--- src/rate_gain_pkg.sv ---
package rate_gain_pkg;
	// Register indices; the byte address on the bus is four times the index
	localparam logic [7:0] IDX_SURROUND_DAC_RATE = 8'h2e;
	localparam logic [7:0] IDX_CENTER_LOWFREQ_DAC_RATE = 8'h30;
	localparam logic [7:0] IDX_ADC_RATE = 8'h32;
	localparam logic [7:0] IDX_CENTER_LOWFREQ_DAC_GAIN = 8'h36;
	localparam logic [7:0] IDX_SURROUND_DAC_GAIN = 8'h38;
	localparam logic [7:0] IDX_RATE_MODE_CTRL = 8'h40;
	localparam logic [7:0] IDX_CONVERTER_STATUS = 8'h41;
	localparam int ADDR_W = 10;
	localparam logic [15:0] RATE_48K = 16'hbb80;
	localparam logic [15:0] RATE_MIN = 16'h1b58;
	localparam logic [15:0] GAIN_RESET = 16'h8888;
	localparam logic [4:0] GAIN_CODE_RESET = 5'h08;
	localparam logic MUTE_RESET = 1'b1;
	// Gain field layout
	localparam int UPPER_MUTE_BIT = 15;
	localparam int UPPER_GAIN_LSB = 8;
	localparam int LOWER_MUTE_BIT = 7;
	localparam int LOWER_GAIN_LSB = 0;
	localparam int GAIN_W = 5;
	localparam logic [15:0] GAIN_MASK = 16'h9f9f;
	// Mode control bits
	localparam int VARIABLE_RATE_BIT = 0;
	localparam int DOUBLE_RATE_BIT = 1;
	localparam int SWAP_BIT = 2;
endpackage

--- src/rate_gain_regs.sv ---
// The APB register port was left to the implementer.
`timescale 1ns/10ps
// Overview of operation
// - Each rate register holds a 16-bit unsigned rate in hertz.
// - With variable rate off, every rate reads as 0xBB80 and acts as it, except the DAC rates in double rate mode.
// - With variable rate on, writes set the converter's actual rate.
// - Rates span 0x1B58 to 0xBB80 in one hertz steps.
// - Writing zero to variable rate enable resets all rates to 48 kHz.
// - Double rate mode powers the surround DAC down automatically.
// - Double rate mode powers the centre/LFE DAC down automatically.
// - Gain fields are five bits, 32 steps of minus 1.5 dB.
// - Code 0 is +12 dB, 8 is 0 dB, 31 is -34.5 dB.
// - Centre/LFE register sets both gains; a set mute silences the channel.
// - Surround register has separate left/right gains and mutes.
// - Centre/LFE gain and mute follow logical channels despite output swap.
// - With variable rate off, all converters run at 48 kHz, except the DACs run at 96 kHz in double rate mode.
// - With double rate on, DACs run at twice their programmed rate.
module rate_gain_regs
(
	input wire logic pclk,
	input wire logic presetn,
	input wire logic psel,
	input wire logic penable,
	input wire logic pwrite,
	input wire logic [rate_gain_pkg::ADDR_W-1:0] paddr,
	input wire logic [31:0] pwdata,
	output logic [31:0] prdata,
	output logic pready,
	output logic pslverr,
	output logic [16:0] surround_dac_rate_eff,
	output logic [16:0] center_lowfreq_dac_rate_eff,
	output logic [15:0] adc_rate_eff,
	output logic surround_dac_powerdown,
	output logic center_lowfreq_dac_powerdown,
	output logic [4:0] center_gain,
	output logic center_mute,
	output logic [4:0] lowfreq_gain,
	output logic lowfreq_mute,
	output logic [4:0] left_surround_gain,
	output logic left_surround_mute,
	output logic [4:0] right_surround_gain,
	output logic right_surround_mute,
	output logic center_lowfreq_output_swap
);
	logic [15:0] sur_rate_q;
	logic [15:0] clf_rate_q;
	logic [15:0] adc_rate_q;
	logic [15:0] clf_gain_q;
	logic [15:0] sur_gain_q;
	logic variable_rate_enable_q;
	logic double_rate_enable_q;
	logic swap_q;
	logic [15:0] sur_rate_d;
	logic [15:0] clf_rate_d;
	logic [15:0] adc_rate_d;
	logic [7:0] idx;
	logic wr;
	logic rd;
	logic hit;
	logic [15:0] rdval;
	logic mode_wr;
	logic clf_gain_wr;
	logic sur_gain_wr;

	// Byte address is four times the register index; low two bits ignored
	assign idx = paddr[rate_gain_pkg::ADDR_W-1:2];
	assign wr = psel & penable & pwrite & pready;
	assign rd = psel & ~penable & ~pwrite;
	assign mode_wr = wr & (idx == rate_gain_pkg::IDX_RATE_MODE_CTRL);
	assign clf_gain_wr = wr & (idx == rate_gain_pkg::IDX_CENTER_LOWFREQ_DAC_GAIN);
	assign sur_gain_wr = wr & (idx == rate_gain_pkg::IDX_SURROUND_DAC_GAIN);

	// Rates outside the span are clamped so the converter never leaves its range
	function automatic logic [15:0] clamp_rate(input logic [15:0] v);
		logic [15:0] r;
		r = v;
		if (v < rate_gain_pkg::RATE_MIN)
		begin
			r = rate_gain_pkg::RATE_MIN;
		end
		else if (v > rate_gain_pkg::RATE_48K)
		begin
			r = rate_gain_pkg::RATE_48K;
		end
		return r;
	endfunction

	always_comb
	begin
		hit = 1'b1;
		rdval = 16'h0000;
		case (idx)
			rate_gain_pkg::IDX_SURROUND_DAC_RATE: rdval = sur_rate_q;
			rate_gain_pkg::IDX_CENTER_LOWFREQ_DAC_RATE: rdval = clf_rate_q;
			rate_gain_pkg::IDX_ADC_RATE: rdval = adc_rate_q;
			rate_gain_pkg::IDX_CENTER_LOWFREQ_DAC_GAIN: rdval = clf_gain_q;
			rate_gain_pkg::IDX_SURROUND_DAC_GAIN: rdval = sur_gain_q;
			rate_gain_pkg::IDX_RATE_MODE_CTRL:
				rdval = {13'h0000, swap_q, double_rate_enable_q, variable_rate_enable_q};
			rate_gain_pkg::IDX_CONVERTER_STATUS:
				rdval = {14'h0000, double_rate_enable_q, double_rate_enable_q};
			default: hit = 1'b0;
		endcase
	end

	// Next rate values: writes stick only while variable rate is on
	always_comb
	begin
		sur_rate_d = sur_rate_q;
		clf_rate_d = clf_rate_q;
		adc_rate_d = adc_rate_q;
		if (mode_wr && !pwdata[rate_gain_pkg::VARIABLE_RATE_BIT])
		begin
			sur_rate_d = rate_gain_pkg::RATE_48K;
			clf_rate_d = rate_gain_pkg::RATE_48K;
			adc_rate_d = rate_gain_pkg::RATE_48K;
		end
		else if (wr && variable_rate_enable_q)
		begin
			if (idx == rate_gain_pkg::IDX_SURROUND_DAC_RATE)
			begin
				sur_rate_d = clamp_rate(pwdata[15:0]);
			end
			if (idx == rate_gain_pkg::IDX_CENTER_LOWFREQ_DAC_RATE)
			begin
				clf_rate_d = clamp_rate(pwdata[15:0]);
			end
			if (idx == rate_gain_pkg::IDX_ADC_RATE)
			begin
				adc_rate_d = clamp_rate(pwdata[15:0]);
			end
		end
	end

	// Surround rate; writes while variable rate is off never reach it
	always_ff @(posedge pclk or negedge presetn)
	begin
		if (!presetn)
		begin
			sur_rate_q <= rate_gain_pkg::RATE_48K;
		end
		else
		begin
			sur_rate_q <= sur_rate_d;
		end
	end

	// Centre/LFE rate
	always_ff @(posedge pclk or negedge presetn)
	begin
		if (!presetn)
		begin
			clf_rate_q <= rate_gain_pkg::RATE_48K;
		end
		else
		begin
			clf_rate_q <= clf_rate_d;
		end
	end

	// ADC rate
	always_ff @(posedge pclk or negedge presetn)
	begin
		if (!presetn)
		begin
			adc_rate_q <= rate_gain_pkg::RATE_48K;
		end
		else
		begin
			adc_rate_q <= adc_rate_d;
		end
	end

	// Mode control bits
	always_ff @(posedge pclk or negedge presetn)
	begin
		if (!presetn)
		begin
			variable_rate_enable_q <= 1'b0;
			double_rate_enable_q <= 1'b0;
			swap_q <= 1'b0;
		end
		else if (mode_wr)
		begin
			variable_rate_enable_q <= pwdata[rate_gain_pkg::VARIABLE_RATE_BIT];
			double_rate_enable_q <= pwdata[rate_gain_pkg::DOUBLE_RATE_BIT];
			swap_q <= pwdata[rate_gain_pkg::SWAP_BIT];
		end
	end

	// Centre/LFE gain; reserved bits are masked so they read zero
	always_ff @(posedge pclk or negedge presetn)
	begin
		if (!presetn)
		begin
			clf_gain_q <= rate_gain_pkg::GAIN_RESET;
		end
		else if (clf_gain_wr)
		begin
			clf_gain_q <= pwdata[15:0] & rate_gain_pkg::GAIN_MASK;
		end
	end

	// Surround gain; reserved bits are masked so they read zero
	always_ff @(posedge pclk or negedge presetn)
	begin
		if (!presetn)
		begin
			sur_gain_q <= rate_gain_pkg::GAIN_RESET;
		end
		else if (sur_gain_wr)
		begin
			sur_gain_q <= pwdata[15:0] & rate_gain_pkg::GAIN_MASK;
		end
	end

	// APB slave: no wait state; ready and read data are both flopped from the setup cycle
	always_ff @(posedge pclk or negedge presetn)
	begin
		if (!presetn)
		begin
			pready <= 1'b0;
			pslverr <= 1'b0;
		end
		else
		begin
			pready <= psel & ~penable;
			pslverr <= psel & ~penable & ~hit;
		end
	end

	// Read data is taken in the setup cycle and held until the next read
	always_ff @(posedge pclk or negedge presetn)
	begin
		if (!presetn)
		begin
			prdata <= 32'h0000_0000;
		end
		else if (rd)
		begin
			prdata <= {16'h0000, rdval};
		end
	end

	// Effective surround rate; doubles under double rate mode
	always_ff @(posedge pclk or negedge presetn)
	begin
		if (!presetn)
		begin
			surround_dac_rate_eff <= {1'b0, rate_gain_pkg::RATE_48K};
		end
		else
		begin
			// stored rates already sit at 48 kHz when variable rate is off
			surround_dac_rate_eff <= double_rate_enable_q ? {sur_rate_q, 1'b0}
				: {1'b0, sur_rate_q};
		end
	end

	// Effective centre/LFE rate; one extra bit so the doubled rate never wraps
	always_ff @(posedge pclk or negedge presetn)
	begin
		if (!presetn)
		begin
			center_lowfreq_dac_rate_eff <= {1'b0, rate_gain_pkg::RATE_48K};
		end
		else
		begin
			center_lowfreq_dac_rate_eff <= double_rate_enable_q ? {clf_rate_q, 1'b0}
				: {1'b0, clf_rate_q};
		end
	end

	// Effective ADC rate; double rate mode leaves the ADC alone
	always_ff @(posedge pclk or negedge presetn)
	begin
		if (!presetn)
		begin
			adc_rate_eff <= rate_gain_pkg::RATE_48K;
		end
		else
		begin
			adc_rate_eff <= adc_rate_q;
		end
	end

	// Power-down follows double rate mode with no separate write
	always_ff @(posedge pclk or negedge presetn)
	begin
		if (!presetn)
		begin
			surround_dac_powerdown <= 1'b0;
			center_lowfreq_dac_powerdown <= 1'b0;
		end
		else
		begin
			surround_dac_powerdown <= double_rate_enable_q;
			center_lowfreq_dac_powerdown <= double_rate_enable_q;
		end
	end

	// Centre/LFE gain outputs; swap only moves pins downstream, never these fields
	always_ff @(posedge pclk or negedge presetn)
	begin
		if (!presetn)
		begin
			center_gain <= rate_gain_pkg::GAIN_CODE_RESET;
			center_mute <= rate_gain_pkg::MUTE_RESET;
			lowfreq_gain <= rate_gain_pkg::GAIN_CODE_RESET;
			lowfreq_mute <= rate_gain_pkg::MUTE_RESET;
		end
		else
		begin
			// codes pass straight through: step of -1.5 dB from +12 dB
			lowfreq_gain <= clf_gain_q[rate_gain_pkg::UPPER_GAIN_LSB +: rate_gain_pkg::GAIN_W];
			lowfreq_mute <= clf_gain_q[rate_gain_pkg::UPPER_MUTE_BIT];
			center_gain <= clf_gain_q[rate_gain_pkg::LOWER_GAIN_LSB +: rate_gain_pkg::GAIN_W];
			center_mute <= clf_gain_q[rate_gain_pkg::LOWER_MUTE_BIT];
		end
	end

	// Surround gain outputs; left in the upper half, right in the lower
	always_ff @(posedge pclk or negedge presetn)
	begin
		if (!presetn)
		begin
			left_surround_gain <= rate_gain_pkg::GAIN_CODE_RESET;
			left_surround_mute <= rate_gain_pkg::MUTE_RESET;
			right_surround_gain <= rate_gain_pkg::GAIN_CODE_RESET;
			right_surround_mute <= rate_gain_pkg::MUTE_RESET;
		end
		else
		begin
			left_surround_gain <=
				sur_gain_q[rate_gain_pkg::UPPER_GAIN_LSB +: rate_gain_pkg::GAIN_W];
			left_surround_mute <= sur_gain_q[rate_gain_pkg::UPPER_MUTE_BIT];
			right_surround_gain <=
				sur_gain_q[rate_gain_pkg::LOWER_GAIN_LSB +: rate_gain_pkg::GAIN_W];
			right_surround_mute <= sur_gain_q[rate_gain_pkg::LOWER_MUTE_BIT];
		end
	end

	// Output swap control is only passed on to the output selector
	always_ff @(posedge pclk or negedge presetn)
	begin
		if (!presetn)
		begin
			center_lowfreq_output_swap <= 1'b0;
		end
		else
		begin
			center_lowfreq_output_swap <= swap_q;
		end
	end
endmodule

--- config.mk ---
export PLATFORM = sky130hd
export DESIGN_NAME = rate_gain_regs
export DESIGN_NICKNAME = d
export VERILOG_FILES = /design/src/rate_gain_pkg.sv /design/src/rate_gain_regs.sv
export SDC_FILE = /design/constraint.sdc
export NUM_CORES = 1
export LEC_CHECK = 0
export BUFFER_PORTS_ARGS = -buffer_cell sky130_fd_sc_hd__buf_2
export CORE_MARGIN = 2
export CORE_UTILIZATION = 40
export CTS_CLUSTER_SIZE = 24
export DETAILED_ROUTE_END_ITERATION = 10
export HOLD_SLACK_MARGIN = 0.03
export SETUP_SLACK_MARGIN = 0.02
export SYNTH_ARGS = -nofsm -noshare
export SYNTH_HDL_FRONTEND = slang
export SYNTH_SLANG_ARGS = --single-unit
--- constraint.sdc ---
create_clock -name pclk -period 2.05 [get_ports pclk]
set_input_delay 0.41 -clock pclk [delete_from_list [all_inputs] [get_ports pclk]]
set_output_delay 0.41 -clock pclk [all_outputs]
set_load 0.02 [all_outputs]
# [After elaboration in Yosys (flattened, before gate mapping)]
# Cells that the tools add are included.
[word_totals] mem_bits_ro=0 ff_bits=169 out_inout_bits=111 mem_bits_rw=0 elab_cells=71 latch_bits=0 mem_count=0
[op_classes] bitwise_logic=12 n_reduce_logical=11 multipliers=0 n_shift=0 muxes=15 eq_ne=7 n_lt_le_gt_ge=2 addsub=0 div_mod_pow=0
[ops] operator="$mux 16" count=11
[ops] operator="$pmux 16 s7" count=1
[ops] operator="$eq 8x6->1 const B" count=5
[ops] operator="$mux 17" count=2
[ops] operator="$eq 8x7->1 const B" count=2
[ops] operator="$gt 16x16->1 const B" count=1
[ops] operator="$lt 16x13->1 const B" count=1
[ops] operator="$and 1x1->1" count=9
[ops] operator="$reduce_bool 2->1" count=4
[ops] operator="$reduce_or 7->1" count=1
[ops] operator="$reduce_and 2->1" count=3
[ops] operator="$not 1->1" count=3
[ops] operator="$logic_and 1x1->1" count=2
[ops] operator="$logic_not 1->1" count=1
[ops] operator="$mux 1" count=1

# [Logic depth before layout (Yosys ltp)]
# Gate-level depths: netlist (run 1).
[logic_depth] word_depth=7 depth_mapped=8 depth_no_buf=6

# [Least setup slack after synthesis (run 1)]
# Ideal clock, no wire load.
[synth_timing] path_type="in2reg" start="input port paddr[4] (netlist bit)" end="register sur_gain_q[10]" path_stages=6 n_path_buf=2 setup_slack_ps=-58 arrival_ps=1983 cell_sequence="buf_2 nor4b_4 nor2b_1 and2_1 buf_4 mux2_2"
[synth_between] elab_chain_len=2
[synth_lines] item="from (decl)" line="rate_gain_regs.sv:25" text="input wire logic [rate_gain_pkg::ADDR_W-1:0] paddr,"
[synth_lines] item="$eq 8x6->1" line="rate_gain_regs.sv:71" text="assign sur_gain_wr = wr & (idx == rate_gain_pkg::IDX_SURROUND_DAC_GAIN);"
[synth_lines] item="$and 1x1->1" line="rate_gain_regs.sv:71"
[synth_lines] item="to (signal assigned)" line="rate_gain_regs.sv:209" text="sur_gain_q <= rate_gain_pkg::GAIN_RESET;"
[synth_lines] item="to (signal assigned)" line="rate_gain_regs.sv:213" text="sur_gain_q <= pwdata[15:0] & rate_gain_pkg::GAIN_MASK;"
[synth_lines] item="to (decl)" line="rate_gain_regs.sv:49" text="logic [15:0] sur_gain_q;"
# No other way between the ends.
# A chain may end at the register's enable or synchronous reset.

# [Worst setup path in the final report (run 1)]
[layout_timing] start="register pready" end="register sur_rate_q[7]"
[layout_between] elab_chain_len=5
[layout_lines] item="from (decl)" line="rate_gain_regs.sv:28" text="output logic pready,"
[layout_lines] item="from (signal assigned)" line="rate_gain_regs.sv:227" text="pready <= psel & ~penable;"
[layout_lines] item="$and 1x1->1 *" line="rate_gain_regs.sv:67" text="assign wr = psel & penable & pwrite & pready;"
[layout_lines] item="$and 1x1->1" line="rate_gain_regs.sv:69" text="assign mode_wr = wr & (idx == rate_gain_pkg::IDX_RATE_MODE_CTRL);"
[layout_lines] item="$logic_and 1x1->1" line="rate_gain_regs.sv:112" text="if (mode_wr && !pwdata[rate_gain_pkg::VARIABLE_RATE_BIT])"
[layout_lines] item="$reduce_bool 2->1 (no line)"
[layout_lines] item="$reduce_and 2->1 (no line)"
[layout_lines] item="to (signal assigned)" line="rate_gain_regs.sv:140" text="sur_rate_q <= rate_gain_pkg::RATE_48K;"
[layout_lines] item="to (signal assigned)" line="rate_gain_regs.sv:144" text="sur_rate_q <= sur_rate_d;"
[layout_lines] item="to (decl)" line="rate_gain_regs.sv:45" text="logic [15:0] sur_rate_q;"
# Mark *: on every way between the ends. The rest lies on a longest branch, timed or not.

==> qor.yml, run 1 <==
outcome: "complete, no violations"
grt_first_pass_wirelength_mm: 28.8
gp_congestion: 0.868
grt.total_usage: 0.214
grt_max_degree: 57
critPathKind: "reg2reg"
postRouteAntennaNets: 0
grt_pass1_vias: 5009
die_h_um: 134
crit_path_cell_trace: "and4_1, nand2_1, or4_1, a21oi_1, o21ai_0"
p_sw_frac: 0.233
place_inst: 889
remaining_drc_errors: 0
finalPower_uw: 7250
synth_area_per_cell_um2: 13.2
skew_ns: 0.0108
clkPwrFrac: 0.460
hold_violations: 0
path_max_fanout: 7
crit_required_ns: 2.39
cts.clk_slew.worst_paths_ns: 0.06
grt-ovfl-total: 0
ios: 158
multi_input_area_um2: 2290
hold_ws_ns: 0.302
num_vias: 4958
area_growth_syn_to_layout_pct: 27.2
combPwrFrac: 0.066
synth-edff-count: 0
portBuffers: 123
worstMarginPinSlew_ns: 0.548
syn-instance-count: 515
cp_num_buf_inv: 0
vdd_drop_max_mv: 0.700
cts.htree.levels: 4
viasPerCell: 5.37
stdcell_count: 923
synth_area_leaders: "dfrtp_1 (41%), dfstp_2 (22%), mux2_2 (9.0%)"
synth_top_area_cell: "dfrtp_1"
ys_warn_count: 0
seq_power_share: 0.474
seqCellArea_um2: 4300
crit_arrival_ns: 2.17
slowest_stage: "or4_1"
max_freq_mhz: 544
dieArea_um2: 18000
final_common_cell: "buf_2"
drive_gt1_frac: 0.487
post-place-ws_ns: -0.152
synth_ff_type: "dfrtp_1"
chipWidth_um: 134
endpoint_kind: "flip-flop"
finalSetupTns_ns: 0
ys_async_sr_fraction: 1.00
cp-start-kind: "flip-flop"
rsz0062_at_grt: "false"
switchingPower_uw: 1690
seq_area_frac_synth: 0.635
p_per_area_nw_per_um2: 841
max_slew_margin: 0.625
cts_tree: "yes"
drt_iter0_markers: 446
layout_min_cycle_time_ns: 1.84
first_pass_iters: 7
drt_wl_total_mm: 18.6
cellInternalPower_uw: 5550
final_cell_mix: "buf_2 (122), dfrtp_1 (111), dfstp_2 (58), buf_4 (56), mux2_2 (54)"
numCtsBuffers: 17
rows: 47
fin_ws_ns: 0.213
path_delay_family: "simple AND/OR/NAND/NOR gates"
core-area_um2: 16600
slowest_delay_ns: 0.60
netlist.area_leader.share: 0.410
start_util: 0.408
hold_path.class: "in2reg"
dp.final_hpwl_mm: 13.4
ys_types: 60
cts_resized: 0
drv_slew: 0
layout.nets: 736
fillCellCount: 1480
wl_per_cell_um: 20.1
worstSkewPairLatency_ns: 0.43
min_period_over_period: 0.896
p_leak_uw: 0.00415
finalSetupViolations: 0
drv_cap: 0
antenna_found_initial: 1
synth_area_um2: 6770
yosys_register_bits: 169
cts_buffer_depth: 2
cts_root_buf: "clkbuf_16"
cts_sinks: 169
## final cells by class
cell class,instances,share of cell area
Timing Repair Buffer,183,0.129
Sequential cell,169,0.499
Tap cell,220,0.0320
Clock buffer,20,0.0530
Multi-Input combinational cell,315,0.266
Inverter,3,0.00131
Antenna cell,1,0.000291
Clock inverter,12,0.0192
## power by group through the flow
| stage | Combinational (µW) | Clock (µW) | Sequential [µW] |
|---|---|---|---|
| floorplan | 176 | 0 | 3550 |
| finish | 480 | 3330 | 3440 |
| detailed placement | 479 | 0 | 3500 |
| CTS | 483 | 3410 | 3440 |
| global placement | 469 | 0 | 3490 |
| global route | 520 | 3520 | 3440 |
## repair_timing
item                                    4_1_cts  5_1_grt
hold endpoints to repair                     37        0
buffers inserted                              0        0
hold buffers                                  1        0
endpoints found under the setup margin        0        0
## worst min-delay path: stages
cell,delay (ns)
buf_2,0.10
nand2b_1,0.10
inv_1,0.08
## sequential cells by signal (all words and copies together) (netlist names), 5 cells and up
signal                       cells
clf_rate_q                      16
adc_rate_q                      16
prdata                          16
lowfreq_gain                     5
clf_gain_q                      12
surround_dac_rate_eff           17
right_surround_gain              5
center_gain                      5
adc_rate_eff                    16
left_surround_gain               5
center_lowfreq_dac_rate_eff     17
sur_gain_q                      12
sur_rate_q                      16
## per-stage QoR
stage,instance area (µm²),utilization
6_report,8610,0.519
5_1_grt,8610,0.519
4_1_cts,8610,0.519
3_5_place_dp,7980,0.481
3_3_place_gp,7980,0.481
2_1_floorplan,6850,-
## metal layers
layer	GRT usage	part of all wire	up-vias
met3	0.0385	0.054	34
met4	0.0842	0.025	2
met2	0.336	0.47	173
li1	-	-	2209
met5	0	0.00070	-
met1	0.298	0.45	2540
## kinds of logic after synthesis
family,synth area share
other,0.000554
buffers and inverters,0.0375
and+or+nand+nor,0.0972
AOI/OAI and AO/OA,0.137
muxes,0.0931
DFF,0.635
## synthesized netlist by cell type, drive strengths merged (2+ instances only)
library cell and instances:
or4 2, a222oi 3, nor4b 2, a22oi 15, nor4 5, buf 26, nand2 24, a31oi 4
a221oi 10, nand3 9, mux2 56, o211ai 4, nand2b 6, clkbuf 17, o21ai 18, dfrtp 111
nand4bb 2, inv 3, a21oi 34, or3b 2, o41ai 2, and2 7, nor3 9, or3 3
nor2 32, o22a 12, nand4 2, nor2b 5, a22o 16, dfstp 58
## worst paths after layout
| path | from | end | slack (ns) | cells past startpoint |
|---|---|---|---|---|
| max | pready | sur_rate_q[7] | 0.21 | 5 |
| min | psel | pready | 0.30 | 3 |
| max reg2reg | pready | sur_rate_q[7] | 0.21 | 5 |
| min reg2reg | clf_gain_q[7] | center_mute | 0.38 | 0 |
| max in group asynchronous | presetn | sur_rate_q[7] | 0.87 | 3 |
| min in group asynchronous | presetn | prdata[3] | 0.48 | 2 |
No activity file was read; power rests on OpenSTA's default activity.
==> run 2: changes to the inputs <==
--- a/config.mk
+++ b/config.mk
@@ -5,8 +5,8 @@
 export SDC_FILE = /design/constraint.sdc
 export NUM_CORES = 1
 export LEC_CHECK = 0
-export BUFFER_PORTS_ARGS = -buffer_cell sky130_fd_sc_hd__buf_2
-export CORE_MARGIN = 2
+export ABC_AREA = 1
+export BUFFER_PORTS_ARGS = -buffer_cell sky130_fd_sc_hd__buf_4
 export CORE_UTILIZATION = 40
 export CTS_CLUSTER_SIZE = 24
 export DETAILED_ROUTE_END_ITERATION = 10
==> qor.yml, run 2 <==
outcome: "complete, no violations"
finalSetupTns_ns: 0  # unchanged
switchingPower_uw: 1550  # -8.2%
layout.nets: 982  # +33%
p_per_area_nw_per_um2: 780  # -7.3%
max_freq_mhz: 591  # +8.6%
vdd_drop_max_mv: 0.595  # -15%
synth_area_leaders: "dfrtp_1 (39%), dfstp_2 (21%), nand2_1 (15%)"
drt_wl_total_mm: 18.2  # -2.4%
syn-instance-count: 791  # +54%
slowest_stage: "dfrtp_1"
seq_power_share: 0.482  # +0.008
ys_top_cells_by_count: "nand2_1 (283), dfrtp_1 (111), inv_1 (63)"
cpMostUsedCell: "inv_1"
r2r_end: "clf_rate_q[9]"
rsz0062_at_grt: "false"
rows: 48  # +2.1%
postRouteAntennaNets: 0  # unchanged
max_slew_margin: 0.626  # +0.000815
worstSkewPairLatency_ns: 0.43  # about the same
synth_area_um2: 7150  # +5.5%
num_vias: 5579  # +13%
drv_cap: 0  # unchanged
start_util: 0.412  # +0.00328
path_max_fanout: 8  # +1
die_h_um: 136  # +1.1%
hold_violations: 0  # unchanged
utilization: 0.519  # about the same
viasPerCell: 4.76  # -11%
slowest_delay_ns: 0.37  # -0.23 ns
p_leak_uw: 0.00471  # +14%
antenna_found_initial: 0  # -1
remaining_drc_errors: 0  # unchanged
dp.final_hpwl_mm: 13.5  # +0.69%
cp-start-kind: "flip-flop"
ios: 158  # unchanged
final_cell_mix: "nand2_1 (283), buf_4 (149), dfrtp_1 (110), inv_1 (63), dfstp_2 (58)"
finalSetupViolations: 0  # unchanged
crit_required_ns: 2.42  # +0.03 ns
yosys_register_bits: 169  # unchanged
layout_min_cycle_time_ns: 1.69  # -0.146 ns
ys_types: 38  # -37%
first_pass_iters: 5  # -2
gp_congestion: 0.925  # +6.6%
grt_pass1_vias: 5317  # +6.1%
reg_top3: "center_lowfreq_dac_rate_eff x17, surround_dac_rate_eff x17"
grt_first_pass_wirelength_mm: 28.2  # -2.2%
drt_iter0_markers: 416  # -6.7%
worstMarginPinSlew_ns: 0.561  # +0.0123 ns
skew_ns: 0.00568  # -0.00514 ns
netlist.area_leader.share: 0.389  # -0.0214
combPwrFrac: 0.054  # -0.012
crit_path_cell_trace: "inv_1, nor3_1, inv_1, o21ai_2, inv_1, nand2_1, nand2_1"
endpoint_kind: "flip-flop"
ys_async_sr_fraction: 1.00  # unchanged
grt-ovfl-total: 0  # unchanged
drive_gt1_frac: 0.291  # -0.196
cellInternalPower_uw: 5470  # -1.5%
synth_top_area_cell: "dfrtp_1"
clkPwrFrac: 0.464  # +0.004
cts_tree: "yes"
path_delay_family: "simple AND/OR/NAND/NOR gates"
seq_area_frac_synth: 0.602  # -0.0331
portBuffers: 123  # unchanged
critical_path.startpoint: "variable_rate_enable_q"
crit_path_end: "clf_rate_q[9]"
synth-edff-count: 0  # unchanged
cts_sinks: 169  # unchanged
area_growth_syn_to_layout_pct: 26.0
p_sw_frac: 0.221  # -0.0123
grt.total_usage: 0.208  # -0.00605
num_antenna_cells: 0  # -1
grt_max_degree: 66  # +16%
cts.htree.levels: 4  # unchanged
hold_path.class: "in2reg"
dieArea_um2: 18400  # +2.3%
post-place-ws_ns: 0.121  # +0.273 ns
numCtsBuffers: 17  # unchanged
cts.clk_slew.worst_paths_ns: 0.06  # about the same
place_inst: 1140  # +28%
min_period_over_period: 0.825  # -0.0711
synth_ff_type: "dfrtp_1"
drv_slew: 0  # unchanged
rrSetupSlack_ns: 0.36  # +0.15 ns
wl_per_cell_um: 15.5  # -23%
stdcell_count: 1173  # +27%
final_common_cell: "nand2_1"
r2r_cells: 7  # +2
fin_ws_ns: 0.359  # +0.146 ns
ys_warn_count: 0  # unchanged
synth_area_per_cell_um2: 9.04  # -31%
cts_root_buf: "clkbuf_16"
synthMostInstantiatedCell: "nand2_1"
worst-path-stages: 7  # +2
chipWidth_um: 136  # +1.1%
core-area_um2: 17400  # +4.7%
crit_arrival_ns: 2.06  # -0.11 ns
timing.rr.start: "variable_rate_enable_q"
cp_num_buf_inv: 3  # +3
cts_buffer_depth: 2  # unchanged
critPathKind: "reg2reg"
==> run 2: final cells by class <==
| type | count | area, µm² |
|---|---|---|
| fill | 1652 | 8350 |
| clock buffer | 21 | 460 |
| tap | 225 | 282 |
| timing repair buffer | 154 | 1200 |
| inverter | 74 | 282 |
| multi-input combinational | 519 | 2330 |
| sequential | 169 | 4300 |
| clock inverter | 11 | 145 |
==> run 2: worst min path at each step <==
stage / from / to / slack [ns] / cells past startpoint
final: psel / pready / 0.25 / 3
after global routing: psel / pready / 0.26 / 3
after floorplan: presetn / adc_rate_eff[0] / 0.11 / 0
after global placement: presetn / center_gain[1] / 0.36 / 1
after CTS: psel / pready / 0.24 / 3
after detailed placement: presetn / center_gain[1] / 0.37 / 1
==> run 2: power groups by stage <==
stage | sequential [µW] | combinational, µW | clock, µW
4_1_cts | 3390 | 382 | 3330
2_1_floorplan | 3460 | 166 | 0
3_5_place_dp | 3450 | 379 | 0
3_3_place_gp | 3450 | 379 | 0
5_1_grt | 3390 | 417 | 3460
6_report | 3390 | 376 | 3260
==> run 2: metrics by stage <==
| stage | cell area, µm² | power (µW) | hold slack [ns] |
|---|---|---|---|
| detailed placement | 8390 | 3820 | 0.366 |
| floorplan | 7200 | 3630 | 0.114 |
| global route | 9010 | 7260 | 0.259 |
| finish | 9010 | 7020 | 0.252 |
| CTS | 9010 | 7100 | 0.240 |
| global placement | 8390 | 3820 | 0.365 |
==> run 2: repair_timing <==
item,4_1_cts,5_1_grt
hold endpoints to repair,23,0
resized for setup,0,0
buffers inserted,0,0
hold buffers,1,0
==> run 2: per-layer routing <==
layer,up-vias,global-route usage,share of wire
met5,-,0,0
met4,0,0.0980,0.029
met3,37,0.0355,0.044
met2,165,0.337,0.49
met1,2626,0.270,0.44
li1,2751,-,-
==> run 2: worst min-delay path, cell delays in order <==
cell     delay [ns]
buf_4          0.08
nand2_1        0.09
inv_1          0.07
==> run 2: kinds of logic (layout without fill, tap and decap cells) <==
group | after synthesis | in the layout | synth area share
other | 1 | 16 | 0.000525
flip-flops | 169 | 169 | 0.602
AO/OA/AOI/OAI | 93 | 93 | 0.0702
buffers and inverters | 118 | 260 | 0.0793
AND/OR/NAND/NOR | 410 | 410 | 0.248
